[src/spmsp_pkg.sv]
// Shared constants and types for the serial peripheral master/slave port.
package spmsp_pkg;

  // Pin count and pin positions inside every pin vector.
  localparam int          NUM_PINS       = 4;
  localparam int          PIN_SCK        = 0;
  localparam int          PIN_MOSI       = 1;
  localparam int          PIN_MISO       = 2;
  localparam int          PIN_SS         = 3;

  // Smallest divider value that runs the clock generator.
  localparam logic [7:0]  DIV_MIN        = 8'h02;
  // Reset values of the control and data state.
  localparam logic [7:0]  DIV_RESET      = 8'h00;
  localparam logic [15:0] DATA_RESET     = 16'h0000;
  localparam logic [3:0]  DIR_RESET      = 4'h0;
  // Only the slave select direction survives a mode fault.
  localparam logic [3:0]  FAULT_DIR_MASK = 4'h8;
  // Synchroniser reset level: slave select idles high, the rest low.
  localparam logic [3:0]  SYNC_RESET     = 4'h8;

  // Serial clock edges in a byte and in a word transfer.
  localparam logic [5:0]  EDGES_BYTE     = 6'h10;
  localparam logic [5:0]  EDGES_WORD     = 6'h20;
  // Counter steps used in arithmetic.
  localparam logic [5:0]  STEP6          = 6'h01;
  localparam logic [7:0]  STEP8          = 8'h01;

  // Transfer state of the shifter.
  typedef enum logic {ST_IDLE, ST_RUN} spmsp_state_t;

endpackage : spmsp_pkg

[src/spmsp_port.sv]
// Serial peripheral port core: master clocking, slave tracking, shifter, flags and pin drive.
`timescale 1ns/1ns
module spmsp_port
  import spmsp_pkg::*;
(
  input  wire logic                clk_i,                  // System clock, 50 MHz.
  input  wire logic                rst_n_i,                // Asynchronous reset, active low.
  input  wire logic                ctrl_wr_i,              // Control register write strobe.
  input  wire logic                ctrl_port_enable_i,     // Written port enable.
  input  wire logic                ctrl_master_select_i,   // Written master select.
  input  wire logic                ctrl_polarity_i,        // Written clock polarity.
  input  wire logic                ctrl_phase_i,           // Written clock phase.
  input  wire logic                ctrl_size16_i,          // Written transfer length.
  input  wire logic                ctrl_lsb_first_i,       // Written bit order.
  input  wire logic                ctrl_open_drain_i,      // Written open drain select.
  input  wire logic                ctrl_irq_enable_i,      // Written interrupt enable.
  input  wire logic [7:0]          ctrl_divider_i,         // Written clock divider field.
  input  wire logic                dir_wr_i,               // Pin direction write strobe.
  input  wire logic [NUM_PINS-1:0] dir_data_i,             // Written pin directions, 1 is output.
  input  wire logic                status_rd_i,            // Status register read strobe.
  input  wire logic                data_rd_i,              // Data register read strobe.
  input  wire logic                data_wr_i,              // Data register write strobe.
  input  wire logic [15:0]         data_wr_val_i,          // Data register write value.
  input  wire logic [NUM_PINS-1:0] pin_in_i,               // Pin levels from the pads.
  output logic                     port_enable_o,          // Port enable bit.
  output logic                     master_select_o,        // Master select bit.
  output logic                     transfer_done_flag_o,   // Transfer complete flag.
  output logic                     write_collision_flag_o, // Write collision flag.
  output logic                     mode_fault_flag_o,      // Mode fault flag.
  output logic [15:0]              serial_data_o,          // Received data buffer.
  output logic [NUM_PINS-1:0]      pin_direction_o,        // Pin direction register.
  output logic                     irq_o,                  // Interrupt request, active high.
  output logic [NUM_PINS-1:0]      pin_out_o,              // Pin output levels.
  output logic [NUM_PINS-1:0]      pin_oe_n_o              // Pin output enables, low drives.
);

  // Control register fields.
  logic         clock_polarity_select_reg; // Serial clock idle level.
  logic         clock_phase_select_reg;    // Transfer format.
  logic         size16_select_reg;         // Word transfers when set.
  logic         lsb_first_select_reg;      // LSB first when set.
  logic         open_drain_select_reg;     // Outputs only pull low.
  logic         transfer_irq_enable_reg;   // Interrupt enable.
  logic [7:0]   clock_divider_field_reg;   // Half period in system clocks.
  // Status arming captured by a status read.
  logic         done_armed_reg;            // Status read saw done set.
  logic         col_armed_reg;             // Status read saw collision set.
  logic         fault_armed_reg;           // Status read saw fault set.
  // Transfer state.
  spmsp_state_t state_reg;                 // Idle or running.
  logic [7:0]   div_cnt_reg;               // Modulus counter.
  logic [5:0]   tick_cnt_reg;              // Master half periods elapsed.
  logic [5:0]   edge_cnt_reg;              // Serial clock edges seen.
  logic [15:0]  shift_reg;                 // Shifter.
  logic         latch_reg;                 // Last sampled bit.
  logic         out_bit_reg;               // Bit presented on the data output.
  logic         sck_reg;                   // Generated serial clock.
  logic         sck_prev_reg;              // Previous filtered serial clock.
  logic         sel_prev_reg;              // Previous slave selection.
  logic [NUM_PINS-1:0] pin_lvl;            // Filtered pin levels.

  // Filter the pins into the system clock domain.
  spmsp_sync u_sync (
    .clk_i   (clk_i),
    .rst_n_i (rst_n_i),
    .async_i (pin_in_i),
    .level_o (pin_lvl)
  );

  // Head bit of the shifter for the chosen length and order.
  function automatic logic head_bit(input logic [15:0] v, input logic w16, input logic lsb);
    head_bit = lsb ? v[0] : (w16 ? v[15] : v[7]);
  endfunction : head_bit

  // Shift one bit out of the head and insert a received bit at the tail.
  function automatic logic [15:0] shift_in(input logic [15:0] v, input logic b, input logic w16,
                                           input logic lsb);
    if (lsb) begin
      shift_in = w16 ? {b, v[15:1]} : {8'h00, b, v[7:1]};
    end else begin
      shift_in = w16 ? {v[14:0], b} : {8'h00, v[6:0], b};
    end
  endfunction : shift_in

  // Combinational timing terms.
  logic       master_run;   // Master transfer running.
  logic       div_ok;       // Divider in its active range.
  logic       tick_p;       // Half period boundary.
  logic [5:0] total_edges;  // Edges in one transfer.
  logic [5:0] tick_num;     // Half period number being reached.
  logic       m_edge_p;     // Master clock edge.
  logic       m_done_p;     // Master transfer complete.
  logic       s_sel;        // Slave selected.
  logic       s_edge_p;     // Slave clock edge.
  logic       s_done_p;     // Slave transfer complete.
  logic       edge_p;       // Any clock edge.
  logic       done_p;       // Any completion.
  logic       sample_p;     // Sampling edge.
  logic       shift_p;      // Shifting edge.
  logic       in_bit;       // Incoming data pin.
  logic       busy;         // Transfer in progress.
  logic       load_p;       // Accepted data write.
  logic       start_p;      // Master start.
  logic       collision_p;  // Refused data write.
  logic       fault_det;    // Mode fault detected.
  logic       flag_clear;   // Data access that may clear flags.

  assign total_edges = size16_select_reg ? EDGES_WORD : EDGES_BYTE;
  assign master_run  = (state_reg == ST_RUN) && master_select_o && port_enable_o;
  assign div_ok      = clock_divider_field_reg >= DIV_MIN;
  assign tick_p      = master_run && div_ok && (div_cnt_reg == clock_divider_field_reg - STEP8);
  assign tick_num    = tick_cnt_reg + STEP6;
  assign m_edge_p    = tick_p && (tick_num <= total_edges);
  // In phase one the master completes one half period late.
  assign m_done_p    = tick_p && (tick_num == (clock_phase_select_reg ? total_edges + STEP6 : total_edges));
  assign s_sel       = port_enable_o && !master_select_o && !pin_lvl[PIN_SS];
  assign s_edge_p    = s_sel && (pin_lvl[PIN_SCK] != sck_prev_reg) && (edge_cnt_reg < total_edges);
  assign s_done_p    = s_edge_p && (edge_cnt_reg + STEP6 == total_edges);
  assign edge_p      = m_edge_p || s_edge_p;
  assign done_p      = m_done_p || s_done_p;
  // The edge being taken is odd while the count so far is even.
  // Odd and even edge roles.
  assign sample_p    = edge_p && (!edge_cnt_reg[0] != clock_phase_select_reg);
  assign shift_p     = edge_p && !sample_p;
  assign in_bit      = master_select_o ? pin_lvl[PIN_MISO] : pin_lvl[PIN_MOSI];
  // Busy window per role and phase.
  assign busy        = (state_reg == ST_RUN) || (s_sel && !clock_phase_select_reg);
  assign load_p      = data_wr_i && !busy;
  assign start_p     = load_p && port_enable_o && master_select_o;
  assign collision_p = data_wr_i && busy;
  assign fault_det   = port_enable_o && master_select_o && !pin_lvl[PIN_SS] && !pin_direction_o[PIN_SS];
  assign flag_clear  = data_rd_i || load_p;

  // Control register: written fields, with fault forcing role and enable off.
  always_ff @(posedge clk_i or negedge rst_n_i) begin
    if (!rst_n_i) begin
      port_enable_o             <= 1'b0;
      master_select_o           <= 1'b0;
      clock_polarity_select_reg <= 1'b0;
      clock_phase_select_reg    <= 1'b0;
      size16_select_reg         <= 1'b0;
      lsb_first_select_reg      <= 1'b0;
      open_drain_select_reg     <= 1'b0;
      transfer_irq_enable_reg   <= 1'b0;
      clock_divider_field_reg   <= DIV_RESET;
    end else begin
      if (ctrl_wr_i) begin
        clock_polarity_select_reg <= ctrl_polarity_i;
        clock_phase_select_reg    <= ctrl_phase_i;
        size16_select_reg         <= ctrl_size16_i;
        lsb_first_select_reg      <= ctrl_lsb_first_i;
        open_drain_select_reg     <= ctrl_open_drain_i;
        transfer_irq_enable_reg   <= ctrl_irq_enable_i;
        clock_divider_field_reg   <= ctrl_divider_i;
      end
      if (fault_det) begin
        port_enable_o   <= 1'b0;
        master_select_o <= 1'b0;
      end else if (ctrl_wr_i && (!mode_fault_flag_o || fault_armed_reg)) begin
        port_enable_o   <= ctrl_port_enable_i;
        master_select_o <= ctrl_master_select_i;
      end
    end
  end

  // Pin direction register; a fault turns all but slave select to inputs.
  always_ff @(posedge clk_i or negedge rst_n_i) begin
    if (!rst_n_i) begin
      pin_direction_o <= DIR_RESET;
    end else if (fault_det) begin
      pin_direction_o <= pin_direction_o & FAULT_DIR_MASK;
    end else if (dir_wr_i) begin
      pin_direction_o <= dir_data_i;
    end
  end

  // Status flags and their read-then-access clearing; a set wins over a clear.
  always_ff @(posedge clk_i or negedge rst_n_i) begin
    if (!rst_n_i) begin
      transfer_done_flag_o   <= 1'b0;
      write_collision_flag_o <= 1'b0;
      mode_fault_flag_o      <= 1'b0;
      done_armed_reg         <= 1'b0;
      col_armed_reg          <= 1'b0;
      fault_armed_reg        <= 1'b0;
    end else begin
      if (status_rd_i) begin
        done_armed_reg  <= transfer_done_flag_o;
        col_armed_reg   <= write_collision_flag_o;
        fault_armed_reg <= mode_fault_flag_o;
      end else begin
        if (flag_clear) begin
          done_armed_reg <= 1'b0;
          col_armed_reg  <= 1'b0;
        end
        if (ctrl_wr_i) begin
          fault_armed_reg <= 1'b0;
        end
      end
      if (done_p) begin
        transfer_done_flag_o <= 1'b1;
      end else if (flag_clear && (done_armed_reg || col_armed_reg)) begin
        transfer_done_flag_o <= 1'b0;
      end
      if (collision_p) begin
        write_collision_flag_o <= 1'b1;
      end else if (flag_clear && col_armed_reg) begin
        write_collision_flag_o <= 1'b0;
      end
      if (fault_det) begin
        mode_fault_flag_o <= 1'b1;
      end else if (ctrl_wr_i && fault_armed_reg) begin
        mode_fault_flag_o <= 1'b0;
      end
    end
  end

  // Interrupt request from done or fault, never from a collision.
  always_ff @(posedge clk_i or negedge rst_n_i) begin
    if (!rst_n_i) begin
      irq_o <= 1'b0;
    end else begin
      irq_o <= transfer_irq_enable_reg && (transfer_done_flag_o || mode_fault_flag_o);
    end
  end

  // Transfer state, modulus counter and edge counters.
  always_ff @(posedge clk_i or negedge rst_n_i) begin
    if (!rst_n_i) begin
      state_reg    <= ST_IDLE;
      div_cnt_reg  <= 8'h00;
      tick_cnt_reg <= 6'h00;
      edge_cnt_reg <= 6'h00;
      sck_prev_reg <= 1'b0;
      sel_prev_reg <= 1'b0;
    end else begin
      sck_prev_reg <= pin_lvl[PIN_SCK];
      sel_prev_reg <= s_sel;
      if (!master_run || !div_ok || tick_p) begin
        div_cnt_reg <= 8'h00;
      end else begin
        div_cnt_reg <= div_cnt_reg + STEP8;
      end
      if (start_p) begin
        state_reg    <= ST_RUN;
        tick_cnt_reg <= 6'h00;
        edge_cnt_reg <= 6'h00;
      end else if (done_p || !port_enable_o || (!master_select_o && !s_sel)) begin
        state_reg    <= ST_IDLE;
        tick_cnt_reg <= 6'h00;
        edge_cnt_reg <= 6'h00;
      end else begin
        // Slave phase one starts at first edge.
        if (s_edge_p && clock_phase_select_reg) begin
          state_reg <= ST_RUN;
        end
        if (tick_p) begin
          tick_cnt_reg <= tick_num;
        end
        if (edge_p) begin
          edge_cnt_reg <= edge_cnt_reg + STEP6;
        end
      end
    end
  end

  // Generated serial clock; rests at the polarity level outside transfers.
  always_ff @(posedge clk_i or negedge rst_n_i) begin
    if (!rst_n_i) begin
      sck_reg <= 1'b0;
    end else if (!master_run) begin
      sck_reg <= clock_polarity_select_reg;
    end else if (m_edge_p) begin
      sck_reg <= !sck_reg;
    end
  end

  // Shifter, sample latch, output bit and receive buffer.
  always_ff @(posedge clk_i or negedge rst_n_i) begin
    if (!rst_n_i) begin
      shift_reg     <= DATA_RESET;
      latch_reg     <= 1'b0;
      out_bit_reg   <= 1'b0;
      serial_data_o <= DATA_RESET;
    end else begin
      if (sample_p) begin
        latch_reg <= in_bit;
      end
      if (load_p) begin
        shift_reg   <= data_wr_val_i;
        out_bit_reg <= head_bit(data_wr_val_i, size16_select_reg, lsb_first_select_reg);
      end else if (done_p) begin
        shift_reg     <= shift_in(shift_reg, (clock_phase_select_reg && s_done_p) ? in_bit : latch_reg,
                                  size16_select_reg, lsb_first_select_reg);
        serial_data_o <= shift_in(shift_reg, (clock_phase_select_reg && s_done_p) ? in_bit : latch_reg,
                                  size16_select_reg, lsb_first_select_reg);
      end else if (shift_p) begin
        shift_reg <= shift_in(shift_reg, latch_reg, size16_select_reg, lsb_first_select_reg);
        out_bit_reg <= clock_phase_select_reg
                       ? head_bit(shift_reg, size16_select_reg, lsb_first_select_reg)
                       : head_bit(shift_in(shift_reg, latch_reg, size16_select_reg, lsb_first_select_reg),
                                  size16_select_reg, lsb_first_select_reg);
      end else if (s_sel && !sel_prev_reg) begin
        // Each select presents the first bit.
        out_bit_reg <= head_bit(shift_reg, size16_select_reg, lsb_first_select_reg);
      end
    end
  end

  // Pin drive, one flop pair per pin; open drain only pulls low.
  logic [NUM_PINS-1:0] pin_val; // Level each pin would carry.
  assign pin_val = {1'b1, out_bit_reg, out_bit_reg, sck_reg};
  genvar gp;
  generate
    for (gp = 0; gp < NUM_PINS; gp++) begin : g_drive
      always_ff @(posedge clk_i or negedge rst_n_i) begin
        if (!rst_n_i) begin
          pin_out_o[gp]  <= 1'b0;
          pin_oe_n_o[gp] <= 1'b1;
        end else begin
          pin_out_o[gp]  <= open_drain_select_reg ? 1'b0 : pin_val[gp];
          pin_oe_n_o[gp] <= !(pin_direction_o[gp] && (!open_drain_select_reg || !pin_val[gp]));
        end
      end
    end
  endgenerate
endmodule : spmsp_port

[src/spmsp_sync.sv]
// Three-stage pin synchroniser with agreement filter for the serial port pins.
`timescale 1ns/1ns
module spmsp_sync
  import spmsp_pkg::*;
(
  input  wire logic                clk_i,   // System clock.
  input  wire logic                rst_n_i, // Asynchronous reset, active low.
  input  wire logic [NUM_PINS-1:0] async_i, // Raw pin levels.
  output logic      [NUM_PINS-1:0] level_o  // Filtered pin levels.
);

  // One synchroniser per pin.
  genvar gi;
  generate
    for (gi = 0; gi < NUM_PINS; gi++) begin : g_pin
      logic s1_reg; // First stage, read only by the second.
      logic s2_reg; // Second stage.
      logic s3_reg; // Third stage.
      // Shift the raw level through three flops; accept it once stages two and three agree.
      always_ff @(posedge clk_i or negedge rst_n_i) begin
        if (!rst_n_i) begin
          s1_reg        <= SYNC_RESET[gi];
          s2_reg        <= SYNC_RESET[gi];
          s3_reg        <= SYNC_RESET[gi];
          level_o[gi]   <= SYNC_RESET[gi];
        end else begin
          s1_reg <= async_i[gi];
          s2_reg <= s1_reg;
          s3_reg <= s2_reg;
          if (s2_reg == s3_reg) begin
            level_o[gi] <= s3_reg;
          end
        end
      end
    end
  endgenerate

endmodule : spmsp_sync

[config.mk]
export PLATFORM = sky130hd
export DESIGN_NAME = spmsp_port
export DESIGN_NICKNAME = d
export VERILOG_FILES = /design/src/spmsp_pkg.sv /design/src/spmsp_port.sv /design/src/spmsp_sync.sv
export SDC_FILE = /design/constraint.sdc
export NUM_CORES = 1
export LEC_CHECK = 0
export ABC_AREA = 1
export BUFFER_PORTS_ARGS = -buffer_cell sky130_fd_sc_hd__buf_4
export CORE_MARGIN = 3
export CORE_UTILIZATION = 45
export DETAILED_ROUTE_END_ITERATION = 8
export PLACE_DENSITY = 0.65
export RECOVER_POWER = 25
export SYNTH_ARGS = -nofsm -noshare
export SYNTH_HDL_FRONTEND = slang
export SYNTH_SLANG_ARGS = --single-unit
[constraint.sdc]
create_clock -name clk_i -period 2.6 [get_ports clk_i]
set_input_delay 0 -clock clk_i [delete_from_list [all_inputs] [get_ports clk_i]]
set_output_delay 0 -clock clk_i [all_outputs]
set_load 0.02 [all_outputs]
== Word-level counts from Yosys, hierarchy flattened ==
Cells that the tools add are included.

* Bits in read-only memories: 0
* Latch bits: 0
* Register bits after elaboration: 108
* Memory bits (writable): 0
* Memories kept: 0
* Word-level logic and storage cells: 211
* Output and inout port bits: 34

* $lt $le $gt $ge: 3
* Reductions and logical operators: 82
* Add/sub/neg operators: 5
* Shift-type cells: 0
* Multiply operators: 0
* Divide/modulo/power cells: 0
* Equal/unequal tests: 11
* Bitwise gates (word level): 2
* Mux-type cells: 56

{| class="wikitable"
|+ Operators by type and width
! operator !! number
|-
| 2-to-1 mux 16 bit || 9
|-
| 2-to-1 mux 6 bit || 8
|-
| 2-to-1 mux 1 bit || 36
|-
| logical AND 1 bit || 34
|-
| logical NOT 1 bit || 20
|-
| adder 6 x 1 -> 6 bit, second input constant || 3
|-
| nonzero test 3 bit || 5
|-
| nonzero test 2 bit || 7
|-
| logical OR 1 bit || 13
|-
| == test 6 bit || 2
|-
| adder 8 x 1 -> 8 bit, second input constant || 1
|-
| == test 8 bit || 1
|-
| greater-or-equal comparator 8 x 2 -> 1 bit, second input constant || 1
|-
| 2-to-1 mux 8 bit || 1
|-
| subtractor 8 x 1 -> 8 bit, second input constant || 1
|-
| <= comparator 6 bit || 1
|-
| < comparator 6 bit || 1
|-
| 2-to-1 mux 3 bit || 2
|-
| AND reduction 2 bit || 3
|-
| == test 1 bit || 4
|-
| != test 2 x 1 -> 1 bit, second input constant || 2
|-
| != test 1 bit || 2
|-
| NOT 1 bit || 2
|}

== Depth between registers and ports, before layout ==
Gate-level depths: netlist (run 1).

* Depth in word-level cells: 12
* Gate-level depth with buffers: 18
* Gate-level depth less buffers: 18

== By module ==
Synthesis (run 1) repeated with hierarchy kept, for this count alone.

* Cell total of the unflattened synthesis: 674
* Area, all modules: 5338.9 sq um

{| class="wikitable"
|+ By module, submodules not included
! module !! area an instance (sq um) !! times used !! cells an instance !! seq. area each (sq um)
|-
| spmsp_port || 4868.4 || 1 || 642 || 2307.2
|-
| spmsp_sync || 470.5 || 1 || 32 || 405.4
|}

== Worst setup path after synthesis (run 1) ==
OpenSTA, ideal clock, no wires.

* Path type: flip-flop to flip-flop
* Start: reg tick_cnt_reg[0]
* End: reg shift_reg[11]
* Stages on the path, launching flop included: 16
* Clock period less this slack: 2.252 ns
* Arrival time: 2.135 ns
* Buffers on the path: 1
* Path slack: 0.348 ns
* Library setup time: 0.117 ns
* Cell sequence: dfrtp_1 > ha_1 > nand3_1 > xor2_1 > ha_1 > nand2_1 > inv_1 > nand2_1 > nand3b_1 > nand2_1 > nand4_1 > nand2_1 > nand2_1 > buf_2 > nand3_1 > nand2_1

* Word-level cells in the longest chain between the ends: 8
* Elaborated cells on any way between the ends: 13

{| class="wikitable"
|+ Ends and longest elaborated chain
! element !! RTL line !! source
|-
| start, declared || spmsp_port.sv:52 || <nowiki>logic [5:0] tick_cnt_reg;</nowiki>
|-
| start signal, assigned || spmsp_port.sv:258 || <nowiki>tick_cnt_reg <= tick_num;</nowiki>
|-
| adder 6 x 1 -> 6 bit (*) || spmsp_port.sv:112 || <nowiki>assign tick_num = tick_cnt_reg + STEP6;</nowiki>
|-
| <= comparator 6 bit || spmsp_port.sv:113 || <nowiki>assign m_edge_p = tick_p && (tick_num <= total_edges);</nowiki>
|-
| logical AND 1 bit || spmsp_port.sv:113 ||
|-
| logical OR 1 bit || spmsp_port.sv:119 || <nowiki>assign edge_p = m_edge_p || s_edge_p;</nowiki>
|-
| logical AND 1 bit || spmsp_port.sv:123 || <nowiki>assign sample_p = edge_p && (!edge_cnt_reg[0] != clock_phase_select_reg);</nowiki>
|-
| logical NOT 1 bit || spmsp_port.sv:124 || <nowiki>assign shift_p = edge_p && !sample_p;</nowiki>
|-
| logical AND 1 bit || spmsp_port.sv:124 ||
|-
| nonzero test 3 bit (no source line) || - ||
|-
| end signal, assigned || spmsp_port.sv:290 || <nowiki>shift_reg <= data_wr_val_i;</nowiki>
|-
| end signal, assigned || spmsp_port.sv:293 || <nowiki>shift_reg <= shift_in(shift_reg, (clock_phase_select_reg && s_done_p) ? in_bit : latch_reg,</nowiki>
|-
| end signal, assigned || spmsp_port.sv:298 || <nowiki>shift_reg <= shift_in(shift_reg, latch_reg, size16_select_reg, lsb_first_select_reg);</nowiki>
|-
| end, declared || spmsp_port.sv:54 || <nowiki>logic [15:0] shift_reg;</nowiki>
|}

Every way passes the cells marked *; elsewhere a longest branch is shown, timed or not.
A chain may end at the register's enable or synchronous reset.

== Final worst setup path (run 1) ==
* Start: reg port_enable_o
* End: reg pin_direction_o[0]

* Word-level cells in the longest chain between the ends: 4
* Elaborated cells on any way between the ends: 5

{| class="wikitable"
|+ Ends and longest elaborated chain
! element !! RTL line !! source
|-
| start, declared || spmsp_port.sv:25 || <nowiki>output logic port_enable_o,</nowiki>
|-
| start signal, assigned || spmsp_port.sv:160 || <nowiki>port_enable_o <= ctrl_port_enable_i;</nowiki>
|-
| logical AND 1 bit (*) (3 in series) || spmsp_port.sv:131 || <nowiki>assign fault_det = port_enable_o && master_select_o && !pin_lvl[PIN_SS] && !pin_direction_o[PIN_SS];</nowiki>
|-
| 2-to-1 mux 3 bit or nonzero test 2 bit (tied branches) || - ||
|-
| end signal, assigned || spmsp_port.sv:171 || <nowiki>pin_direction_o <= pin_direction_o & FAULT_DIR_MASK;</nowiki>
|-
| end signal, assigned || spmsp_port.sv:173 || <nowiki>pin_direction_o <= dir_data_i;</nowiki>
|-
| end, declared || spmsp_port.sv:31 || <nowiki>output logic [NUM_PINS-1:0] pin_direction_o,</nowiki>
|}

Marks and branches as above.

==> results of run 1 <==
## layout by cell type, fill, tap and decap left out, types with 6 or more instances in the layout
cell type	n
o22ai_1	9
xor2_1	10
dfrtp_1	100
clkbuf_16	9
or2_2	6
nand2_1	236
buf_4	64
o21ai_0	36
nor2_1	36
dlygate4sd3_1	48
o21ai_1	14
a21oi_1	20
inv_2	8
nand4_1	7
clkbuf_1	21
dfstp_2	7
inv_1	63
ha_1	9
nand3_1	39
## repair_timing
action                                 in CTS  in global routing
setup endpoints to repair                   4                 19
hold buffers                               48                  0
setup buffers                               0                  3
endpoints found under the hold margin     107                  0
pin swaps                                   1                  2
gates resized for setup                     1                  6
## final timing paths
kind / from / to / slack (ns) / depth (start not counted)
worst max register to register: port_enable_o / pin_direction_o[0] / 0.18 / 7
worst min register to register: u_sync.g_pin[1].s1_reg / u_sync.g_pin[1].s2_reg / 0.36 / 0
worst min-delay path: ctrl_wr_i / clock_divider_field_reg[6] / 0.02 / 3
worst max-delay path: port_enable_o / pin_direction_o[0] / 0.18 / 7
max in group asynchronous: rst_n_i / u_sync.g_pin[3].s1_reg / 0.92 / 3
min in group asynchronous: rst_n_i / div_cnt_reg[0] / 0.66 / 2
## where the power goes
part / leakage [nW] / switching, mW / internal (mW) / total (mW)
logic: 1.88 / 0.920 / 0.560 / 1.48
registers: 1.38 / 0.202 / 1.95 / 2.16
clock network: 0.142 / 0.665 / 0.764 / 1.43
## per-stage QoR
step	total power, mW	setup slack [ns]	cells	utilization (%)
floorplan	3.09	0.348	668	-
global placement	3.55	0.131	882	53.2
detailed placement	3.58	0.00792	882	53.2
CTS	5.08	0.117	946	60.0
global route	5.37	-0.0296	949	59.8
finish	5.07	0.181	949	59.8
## cells by family (layout without fill, tap and decap cells)
| group | Yosys count | in the layout | synth area share, % |
|---|---|---|---|
| XOR/XNOR | 15 | 15 | 2.44 |
| flip-flops | 108 | 108 | 50.4 |
| AND/OR/NAND/NOR | 346 | 346 | 27.3 |
| buffers and inverters | 92 | 230 | 6.98 |
| AO/OA/AOI/OAI | 90 | 90 | 9.21 |
| adder cells (fa/ha/maj) | 14 | 14 | 3.07 |
| multiplexers | 3 | 3 | 0.558 |
## metal layers
metal	up-vias	wire length, um
li1	2385	-
met1	2170	6160
met2	105	6100
met3	23	583
met4	0	324
met5	-	0
## area by class of cell
cell class,count,area share [%]
inverter,72,3.91
multi-input combinational,468,33.4
clock buffer,9,3.26
tap,143,2.59
clock inverter,7,1.21
sequential,108,39.2
timing repair buffer,142,16.4
## critical path, cell delays in order (launching register included)
cell           delay [ns]
dfrtp_1              0.45
nand2_1              0.10
clkinv_1             0.11
nand3b_1             0.35
nand3_1              0.13
dlygate4sd3_1        0.61
nand2_1              0.07
dlygate4sd3_1        0.54
==> metrics, run 1 <==
Sink Count=108; Worst Max-Slew Pin Slew=1.75 ns; first-pass GRT wire length=21.9 mm; GR Layer Usage met3=4.47%; peak fanout along the critical path=11; H-Tree Depth=3; Max Clock Freq=413 MHz; fin crit period=2.42 ns; die extent in y=115 um; Reg area=2710 um^2; CTS tree=done; Critical Path Start Type=flop; final instance area=6920 um^2; Setup Crit Path Kind=flop to flop; setup tns final=0 ns; DRT Wirelength=13.2 mm; Fin Hold WS=0.0161 ns; DRC Markers=0; Distinct cells, synth=39; RSZ-0062 raised after global routing=yes; Mapped Nets=725; First DRT Iteration DRCs=360; TritonCTS Buffers=9; GRT met2 Usage=32.8%; top post-synthesis cells by area=dfrtp_1, nand2_1, inv_1; Fill cells=1056; P_leak=3.40 nW; fin nets=858; HPWL Detailed=9.10 mm; clk_skew=0.00793 ns; Area Overhead vs Synth=28.6%; Final Cycle Share=93.0%; Die X=115 um; WP data required=2.90 ns; Routed Antenna Nets=0; Row Count=39; outcome=complete, but fails checks; max_slew headroom=-16.4%; number of synthesized register bits=108; area leader, netlist=dfrtp_1; Post-synth EDFFs=0; root buf cell=clkbuf_16; area of the multi-input gates=2310 um^2; CP Capture Type=flop; Hold Path Class=primary input to flop; largest net degree at the start of global routing=68; final RePlAce weighted congestion=0.840; antenna cells=0; Setup violations, final=0; max_cap viols=1; final slew viol count=67; die area=13300 um^2; First-pass DRT Iterations=4; Commonest cells post-synth=nand2_1, dfrtp_1, inv_1; DR vias=4683; Async S/R FF share, synth=100%; top cell type's share of synthesized area=46.5%; I/O pin count=81; failing checks=capacitance limit, slew limit; ys flop type=dfrtp_1; Core Area=11600 um^2; IO buf count=80; GRT Total Usage=20.8%; initial antenna violation count=0; Placed Area=6150 um^2; Crit path arrival time=2.72 ns; vias in the first global route=4620; register area share after synthesis=50.4%; CTS Buffer Depth=2; worst vdd rail ir drop=0.435 mV; grt ovf=0; most used routing layer=met2; Syn. warnings=0; Syn Std Cell Area=5380 um^2; top-count cell post-synth=nand2_1; Worst-path clk slew=0.08 ns; Starting Density=46.5%; via/cell ratio=4.93; power per cell area=733 nW/um^2; endpoints failing hold=0; Clock Latency Late Sink=0.36 ns; Mapped Avg Cell Area=8.05 um^2; Cells after Synth=668; wire per inst=13.9 um; ratio of cells with drive above 1 in the final layout=15.4%; met1 usage=27.8%
Power figures use the tool's default switching activity.
==> run 2, diff against run 1 <==
--- a/config.mk
+++ b/config.mk
@@ -6,7 +6,7 @@
 export NUM_CORES = 1
 export LEC_CHECK = 0
 export ABC_AREA = 1
-export BUFFER_PORTS_ARGS = -buffer_cell sky130_fd_sc_hd__buf_4
+export BUFFER_PORTS_ARGS = -buffer_cell sky130_fd_sc_hd__buf_2
 export CORE_MARGIN = 3
 export CORE_UTILIZATION = 45
 export DETAILED_ROUTE_END_ITERATION = 8
==> run 2 against run 1 <==
- the flow now finishes without violations
- core utilization is 0.83 points lower
- clock skew is 0.0015 ns higher
- largest power group unchanged
- critical endpoint is now shift_reg[15]
- count of clock-buffer cells in the layout increased by 2
- power is 0.44% lower
- register-to-register slack got worse by 0.03 ns
==> metrics, run 2 (synthesis results as in run 1) <==
Worst Max-Slew Pin Slew=1.27 ns (was 1.75 ns); CP bufs+invs=2 (was 3); GRT Total Usage=20.6% (was 20.8%); Critical Path Start Type=flop (unchanged); power per cell area=740 nW/um^2 (was 733 nW/um^2); die extent in y=115 um (unchanged); I/O pin count=81 (unchanged); IO buf count=80 (unchanged); met1 usage=27.5% (was 27.8%); die area=13300 um^2 (unchanged); WP data required=2.85 ns (was 2.90 ns); Clock Latency Late Sink=0.36 ns (about the same); Starting Density=46.5% (unchanged); Sink Count=108 (unchanged); largest net degree at the start of global routing=51 (was 68); vias in the first global route=4503 (was 4620); fin nets=861 (was 858); peak fanout along the critical path=11 (unchanged); Max Clock Freq=408 MHz (was 413 MHz); first-pass GRT wire length=21.8 mm (was 21.9 mm); Power Total=5.04 mW (was 5.07 mW); P_leak=3.46 nW (was 3.40 nW); CTS Buffer Depth=2 (unchanged); CP cell instances=ha_2, nand3_2, xor2_2, ha_1, nand2_2, inv_2, nand2_2, nand3b_1, nand2_1, nand4_1, nand2_2, nand2_4, buf_4, nand3_1, nand2_1 (was nand2_1, clkinv_1, nand3b_1, nand3_1, dlygate4sd3_1, nand2_1, dlygate4sd3_1); antenna cells=0 (unchanged); Setup Crit Path Kind=flop to flop (unchanged); Final Cycle Share=94.3% (was 93.0%); root buf cell=clkbuf_16 (unchanged); commonest non-fill, non-tap cell in the layout=nand2_1 (unchanged); clk_skew=0.00947 ns (was 0.00793 ns); Core Area=11600 um^2 (unchanged); GRT met2 Usage=33.4% (was 32.8%); worst vdd rail ir drop=0.544 mV (was 0.435 mV); fin cells=952 (was 949); Crit path top cell by count=nand2_2; wire per inst=13.8 um (was 13.9 um); endpoints failing hold=0 (unchanged); H-Tree Depth=3 (unchanged); DR vias=4720 (was 4683); initial antenna violation count=0 (unchanged); CTS tree=done (unchanged); final slew viol count=0 (was 67); DRC Markers=0 (unchanged); # placed instances=884 (was 882); First DRT Iteration DRCs=291 (was 360); Crit path arrival time=2.70 ns (was 2.72 ns); Worst path max stage delay=0.41 ns (was 0.61 ns); Row Count=39 (unchanged); CP Capture Type=flop (unchanged); First-pass DRT Iterations=4 (unchanged); RSZ-0062 raised after global routing=yes (unchanged); via/cell ratio=4.96 (was 4.93); pre-CTS worst setup slack=0.0292 ns (was 0.00792 ns); Worst-path clk slew=0.07 ns (was 0.08 ns); TritonCTS Buffers=9 (unchanged); max_cap viols=0 (was 1); delay-heaviest family, CP=simple AND/OR/NAND/NOR gates (was buffers and inverters); critical path's slowest cell=dfrtp_1 (was dlygate4sd3_1); Area Overhead vs Synth=26.8% (was 28.6%); Die X=115 um (unchanged); Hold Path Class=primary input to flop (unchanged); Routed Antenna Nets=0 (unchanged); grt ovf=0 (unchanged); final RePlAce weighted congestion=0.849 (was 0.840); GR Layer Usage met3=6.05% (was 4.47%); most used routing layer=met2 (unchanged); most frequent cells in the layout=nand2_1, dfrtp_1, buf_2, inv_1, dlygate4sd3_1 (was nand2_1, dfrtp_1, buf_4, inv_1, dlygate4sd3_1); post-route setup slack=0.149 ns (was 0.181 ns); ratio of cells with drive above 1 in the final layout=19.3% (was 15.4%); HPWL Detailed=9.17 mm (was 9.10 mm); DRT Wirelength=13.1 mm (was 13.2 mm); outcome=complete, no violations (was complete, but fails checks); Fin Hold WS=0.0212 ns (was 0.0161 ns); max_slew headroom=15.5% (was -16.4%); Setup violations, final=0 (unchanged); fin crit period=2.45 ns (was 2.42 ns)
run 2: worst paths after layout:
path                                   startpoint                      to  slack [ns]  cells after the start
setup / recovery                  tick_cnt_reg[1]           shift_reg[15]        0.15                     15
hold / removal                  data_wr_val_i[15]           shift_reg[15]        0.02                      5
setup reg to reg                  tick_cnt_reg[1]           shift_reg[15]        0.15                     15
hold reg to reg            u_sync.g_pin[1].s1_reg  u_sync.g_pin[1].s2_reg        0.35                      0
max in group asynchronous                 rst_n_i           pin_oe_n_o[2]        1.14                      3
min in group asynchronous                 rst_n_i       serial_data_o[13]        0.46                      2
run 2: per-layer routing:
| metal | share of wire [%] | routed length [um] |
|---|---|---|
| met5 | 0 | 0 |
| met2 | 47 | 6190 |
| met4 | 1.3 | 165 |
| met1 | 47 | 6130 |
| met3 | 4.8 | 635 |
run 2: power by group:
| part | internal (mW) | leakage (nW) | switching [mW] | total [mW] |
|---|---|---|---|---|
| Sequential | 1.95 | 1.38 | 0.198 | 2.15 |
| Clock | 0.815 | 0.160 | 0.646 | 1.46 |
| Combinational | 0.508 | 1.93 | 0.922 | 1.43 |
| Total | 3.28 | 3.46 | 1.77 | 5.04 |
run 2: through the flow:
step	instance area [um^2]	setup TNS [ns]	util, %
finish	6820	0	59.0
global route	6820	-0.507	59.0
CTS	6740	0	58.3
detailed placement	5950	0	51.5
global placement	5950	0	51.5
floorplan	5380	0	-
run 2: layout make-up:
cell class	instances	area, um^2
well taps	143	179
fillers	1015	4750
multi-input cells	469	2340
clock inverters	5	66.3
inverters	72	270
repair buffers	144	1000
flip-flops and latches	108	2710
clock buffers	11	253
run 2: worst reg2reg max path: cells and delay by family, from the launching register on:
kind | cells | cell delay, ns
DFF | 1 | 0.41
xor gates and xnor gates | 1 | 0.16
buffers and inverters | 2 | 0.25
adders and majority gates | 2 | 0.52
and+or+nand+nor | 10 | 0.99
run 2: timing repair:
item | CTS | global route
setup endpoints to repair | 0 | 24
buffers inserted | 0 | 3
resized for setup | 0 | 13
hold buffers | 47 | 0
hold endpoints to repair | 90 | 0
==> run 3, diff against run 2 <==
--- a/config.mk
+++ b/config.mk
@@ -10,7 +10,7 @@
 export CORE_MARGIN = 3
 export CORE_UTILIZATION = 45
 export DETAILED_ROUTE_END_ITERATION = 8
-export PLACE_DENSITY = 0.65
+export PLACE_DENSITY_LB_ADDON = 0.12
 export RECOVER_POWER = 25
 export SYNTH_ARGS = -nofsm -noshare
 export SYNTH_HDL_FRONTEND = slang
==> run 3 against run 2 <==
- critical path depth did not move
- die area did not move
- count of clock-buffer cells in the layout fell by 2
- core utilization fell by 0.18 points
- largest power group unchanged
- non-clock buffer count rose by 1
- cell area fell by 0.31%
==> metrics, run 3 (synthesis results as in run 1) <==
outcome=complete, no violations (unchanged); reg2reg end=shift_reg[15] (unchanged); max_slew headroom=29.3% (was 15.5%); Row Count=39 (unchanged); power per cell area=736 nW/um^2 (was 740 nW/um^2); DRT Wirelength=13.3 mm (was 13.1 mm); CP Capture Type=flop (unchanged); vias in the first global route=4529 (was 4503); reg2reg setup slack=0.19 ns (was 0.15 ns); Area Overhead vs Synth=26.4% (was 26.8%); Fill cells=1032 (was 1015); fin crit period=2.41 ns (was 2.45 ns); root buf cell=clkbuf_16 (unchanged); Crit path top cell by count=nand2_1 (was nand2_2); Worst path max stage delay=0.40 ns (was 0.41 ns); Worst-path clk slew=0.08 ns (was 0.07 ns); Final Cycle Share=92.7% (was 94.3%); commonest non-fill, non-tap cell in the layout=nand2_1 (unchanged); Starting Density=46.5% (unchanged); DR vias=4744 (was 4720); Core Area=11600 um^2 (unchanged); first-pass GRT wire length=21.9 mm (was 21.8 mm); final slew viol count=0 (unchanged); I/O pin count=81 (unchanged); clk_skew=0.0101 ns (was 0.00947 ns); P_leak=3.45 nW (was 3.46 nW); RSZ-0062 raised after global routing=no (was yes); final RePlAce weighted congestion=0.888 (was 0.849); Hold Path Class=primary input to flop (unchanged); Worst Max-Slew Pin Slew=1.06 ns (was 1.27 ns); via/cell ratio=4.98 (was 4.96); peak fanout along the critical path=11 (unchanged); antenna cells=0 (unchanged); GRT Total Usage=20.8% (was 20.6%); TritonCTS Buffers=9 (unchanged); First DRT Iteration DRCs=272 (was 291); die area=13300 um^2 (unchanged); Clock Latency Late Sink=0.36 ns (about the same); CTS Buffer Depth=2 (unchanged); Setup violations, final=0 (unchanged); max_cap viols=0 (unchanged); Worst R2R Path Depth=15 (unchanged); WP data required=2.85 ns (about the same); Setup Crit Path Kind=flop to flop (unchanged); grt ovf=0 (unchanged); fin cells=953 (was 952); Routed Antenna Nets=0 (unchanged); initial antenna violation count=0 (unchanged); First-pass DRT Iterations=5 (was 4); HPWL Detailed=9.25 mm (was 9.17 mm); most frequent cells in the layout=nand2_1, dfrtp_1, buf_2, inv_1, dlygate4sd3_1 (unchanged); CTS tree=done (unchanged); setup tns final=0 ns (unchanged); Critical Path Start Type=flop (unchanged); CP cell instances=ha_2, nand3_1, xor2_1, ha_1, nand2_1, inv_2, nand2_1, nand3b_1, nand2_1, nand4_1, nand2_2, nand2_2, buf_4, nand3_1, nand2_1 (was ha_2, nand3_2, xor2_2, ha_1, nand2_2, inv_2, nand2_2, nand3b_1, nand2_1, nand4_1, nand2_2, nand2_4, buf_4, nand3_1, nand2_1); endpoints failing hold=0 (unchanged); worst vdd rail ir drop=0.793 mV (was 0.544 mV); worst r2r src=tick_cnt_reg[1] (unchanged); H-Tree Depth=3 (unchanged); # placed instances=882 (was 884); Crit path arrival time=2.66 ns (was 2.70 ns); largest net degree at the start of global routing=50 (was 51); Max Clock Freq=415 MHz (was 408 MHz); die extent in y=115 um (unchanged); Worst Setup EP=shift_reg[15] (unchanged); IO buf count=80 (unchanged); ratio of cells with drive above 1 in the final layout=18.5% (was 19.3%); DRC Markers=0 (unchanged); critical path's slowest cell=dfrtp_1 (unchanged); fin nets=862 (was 861); Die X=115 um (unchanged); wire per inst=13.9 um (was 13.8 um); Sink Count=108 (unchanged); CP startpoint=tick_cnt_reg[1] (unchanged)
## run 3: worst min-delay path by stage
stage,from,end,slack (ns),cells after the start
global placement,rst_n_i,tick_cnt_reg[3],0.02,1
CTS,dir_wr_i,pin_direction_o[2],0.0002,4
floorplan,rst_n_i,clock_divider_field_reg[0],-0.30,0
finish,dir_wr_i,pin_direction_o[2],0.03,4
global route,dir_wr_i,pin_direction_o[2],0.05,4
detailed placement,rst_n_i,tick_cnt_reg[3],0.03,1
## run 3: per-layer routing
layer  routed length (um)  part of all wire, %  vias up  global-route usage, %
met3                  664                  5.0       15                   5.95
met2                 6020                   45      103                   32.2
met5                    0                    0        -                      0
met4                  215                  1.6        0                   6.03
li1                     -                    -     2397                      -
met1                 6360                   48     2229                   28.6
## run 3: timing repair
action	in CTS	in global routing
buffers inserted	0	5
hold buffers	49	0
hold endpoints to repair	79	0
gates resized for setup	0	5
endpoints found under the setup margin	0	18
## run 3: layout make-up
class                      count  area, um^2  area share, %
clock buffer                   9         225           3.31
clock inverter                 7        80.1           1.18
inverter                      72         270           3.98
multi-input combinational    469        2300           33.9
sequential                   108        2710           39.9
tap                          143         179           2.63
timing repair buffer         145        1030           15.1
## run 3: worst max-delay path: cells and delay by family (launching register included)
kind / cells / cell delay (ns)
and+or+nand+nor: 10 / 0.99
buffers and inverters: 2 / 0.26
xor gates and xnor gates: 1 / 0.17
DFF: 1 / 0.40
adders and majority gates: 2 / 0.48
## run 3: metrics by stage
stage / utilization, % / power [mW] / hold WS (ns) / area, um^2 / setup slack, ns
after floorplan: - / 3.09 / -0.296 / 5380 / 0.348
after global placement: 51.4 / 3.50 / 0.0210 / 5950 / 0.236
after detailed placement: 51.4 / 3.52 / 0.0256 / 5950 / 0.148
after CTS: 58.3 / 4.99 / 0.000186 / 6750 / 0.114
after global routing: 58.8 / 5.31 / 0.0453 / 6800 / 0.00411
final: 58.8 / 5.00 / 0.0292 / 6800 / 0.189
## run 3: report_power, final
| group | switching, mW | total (mW) | internal [mW] |
|---|---|---|---|
| sequential | 0.206 | 2.16 | 1.95 |
| clock | 0.714 | 1.40 | 0.686 |
| combinational | 0.924 | 1.44 | 0.519 |
| total | 1.84 | 5.00 | 3.16 |
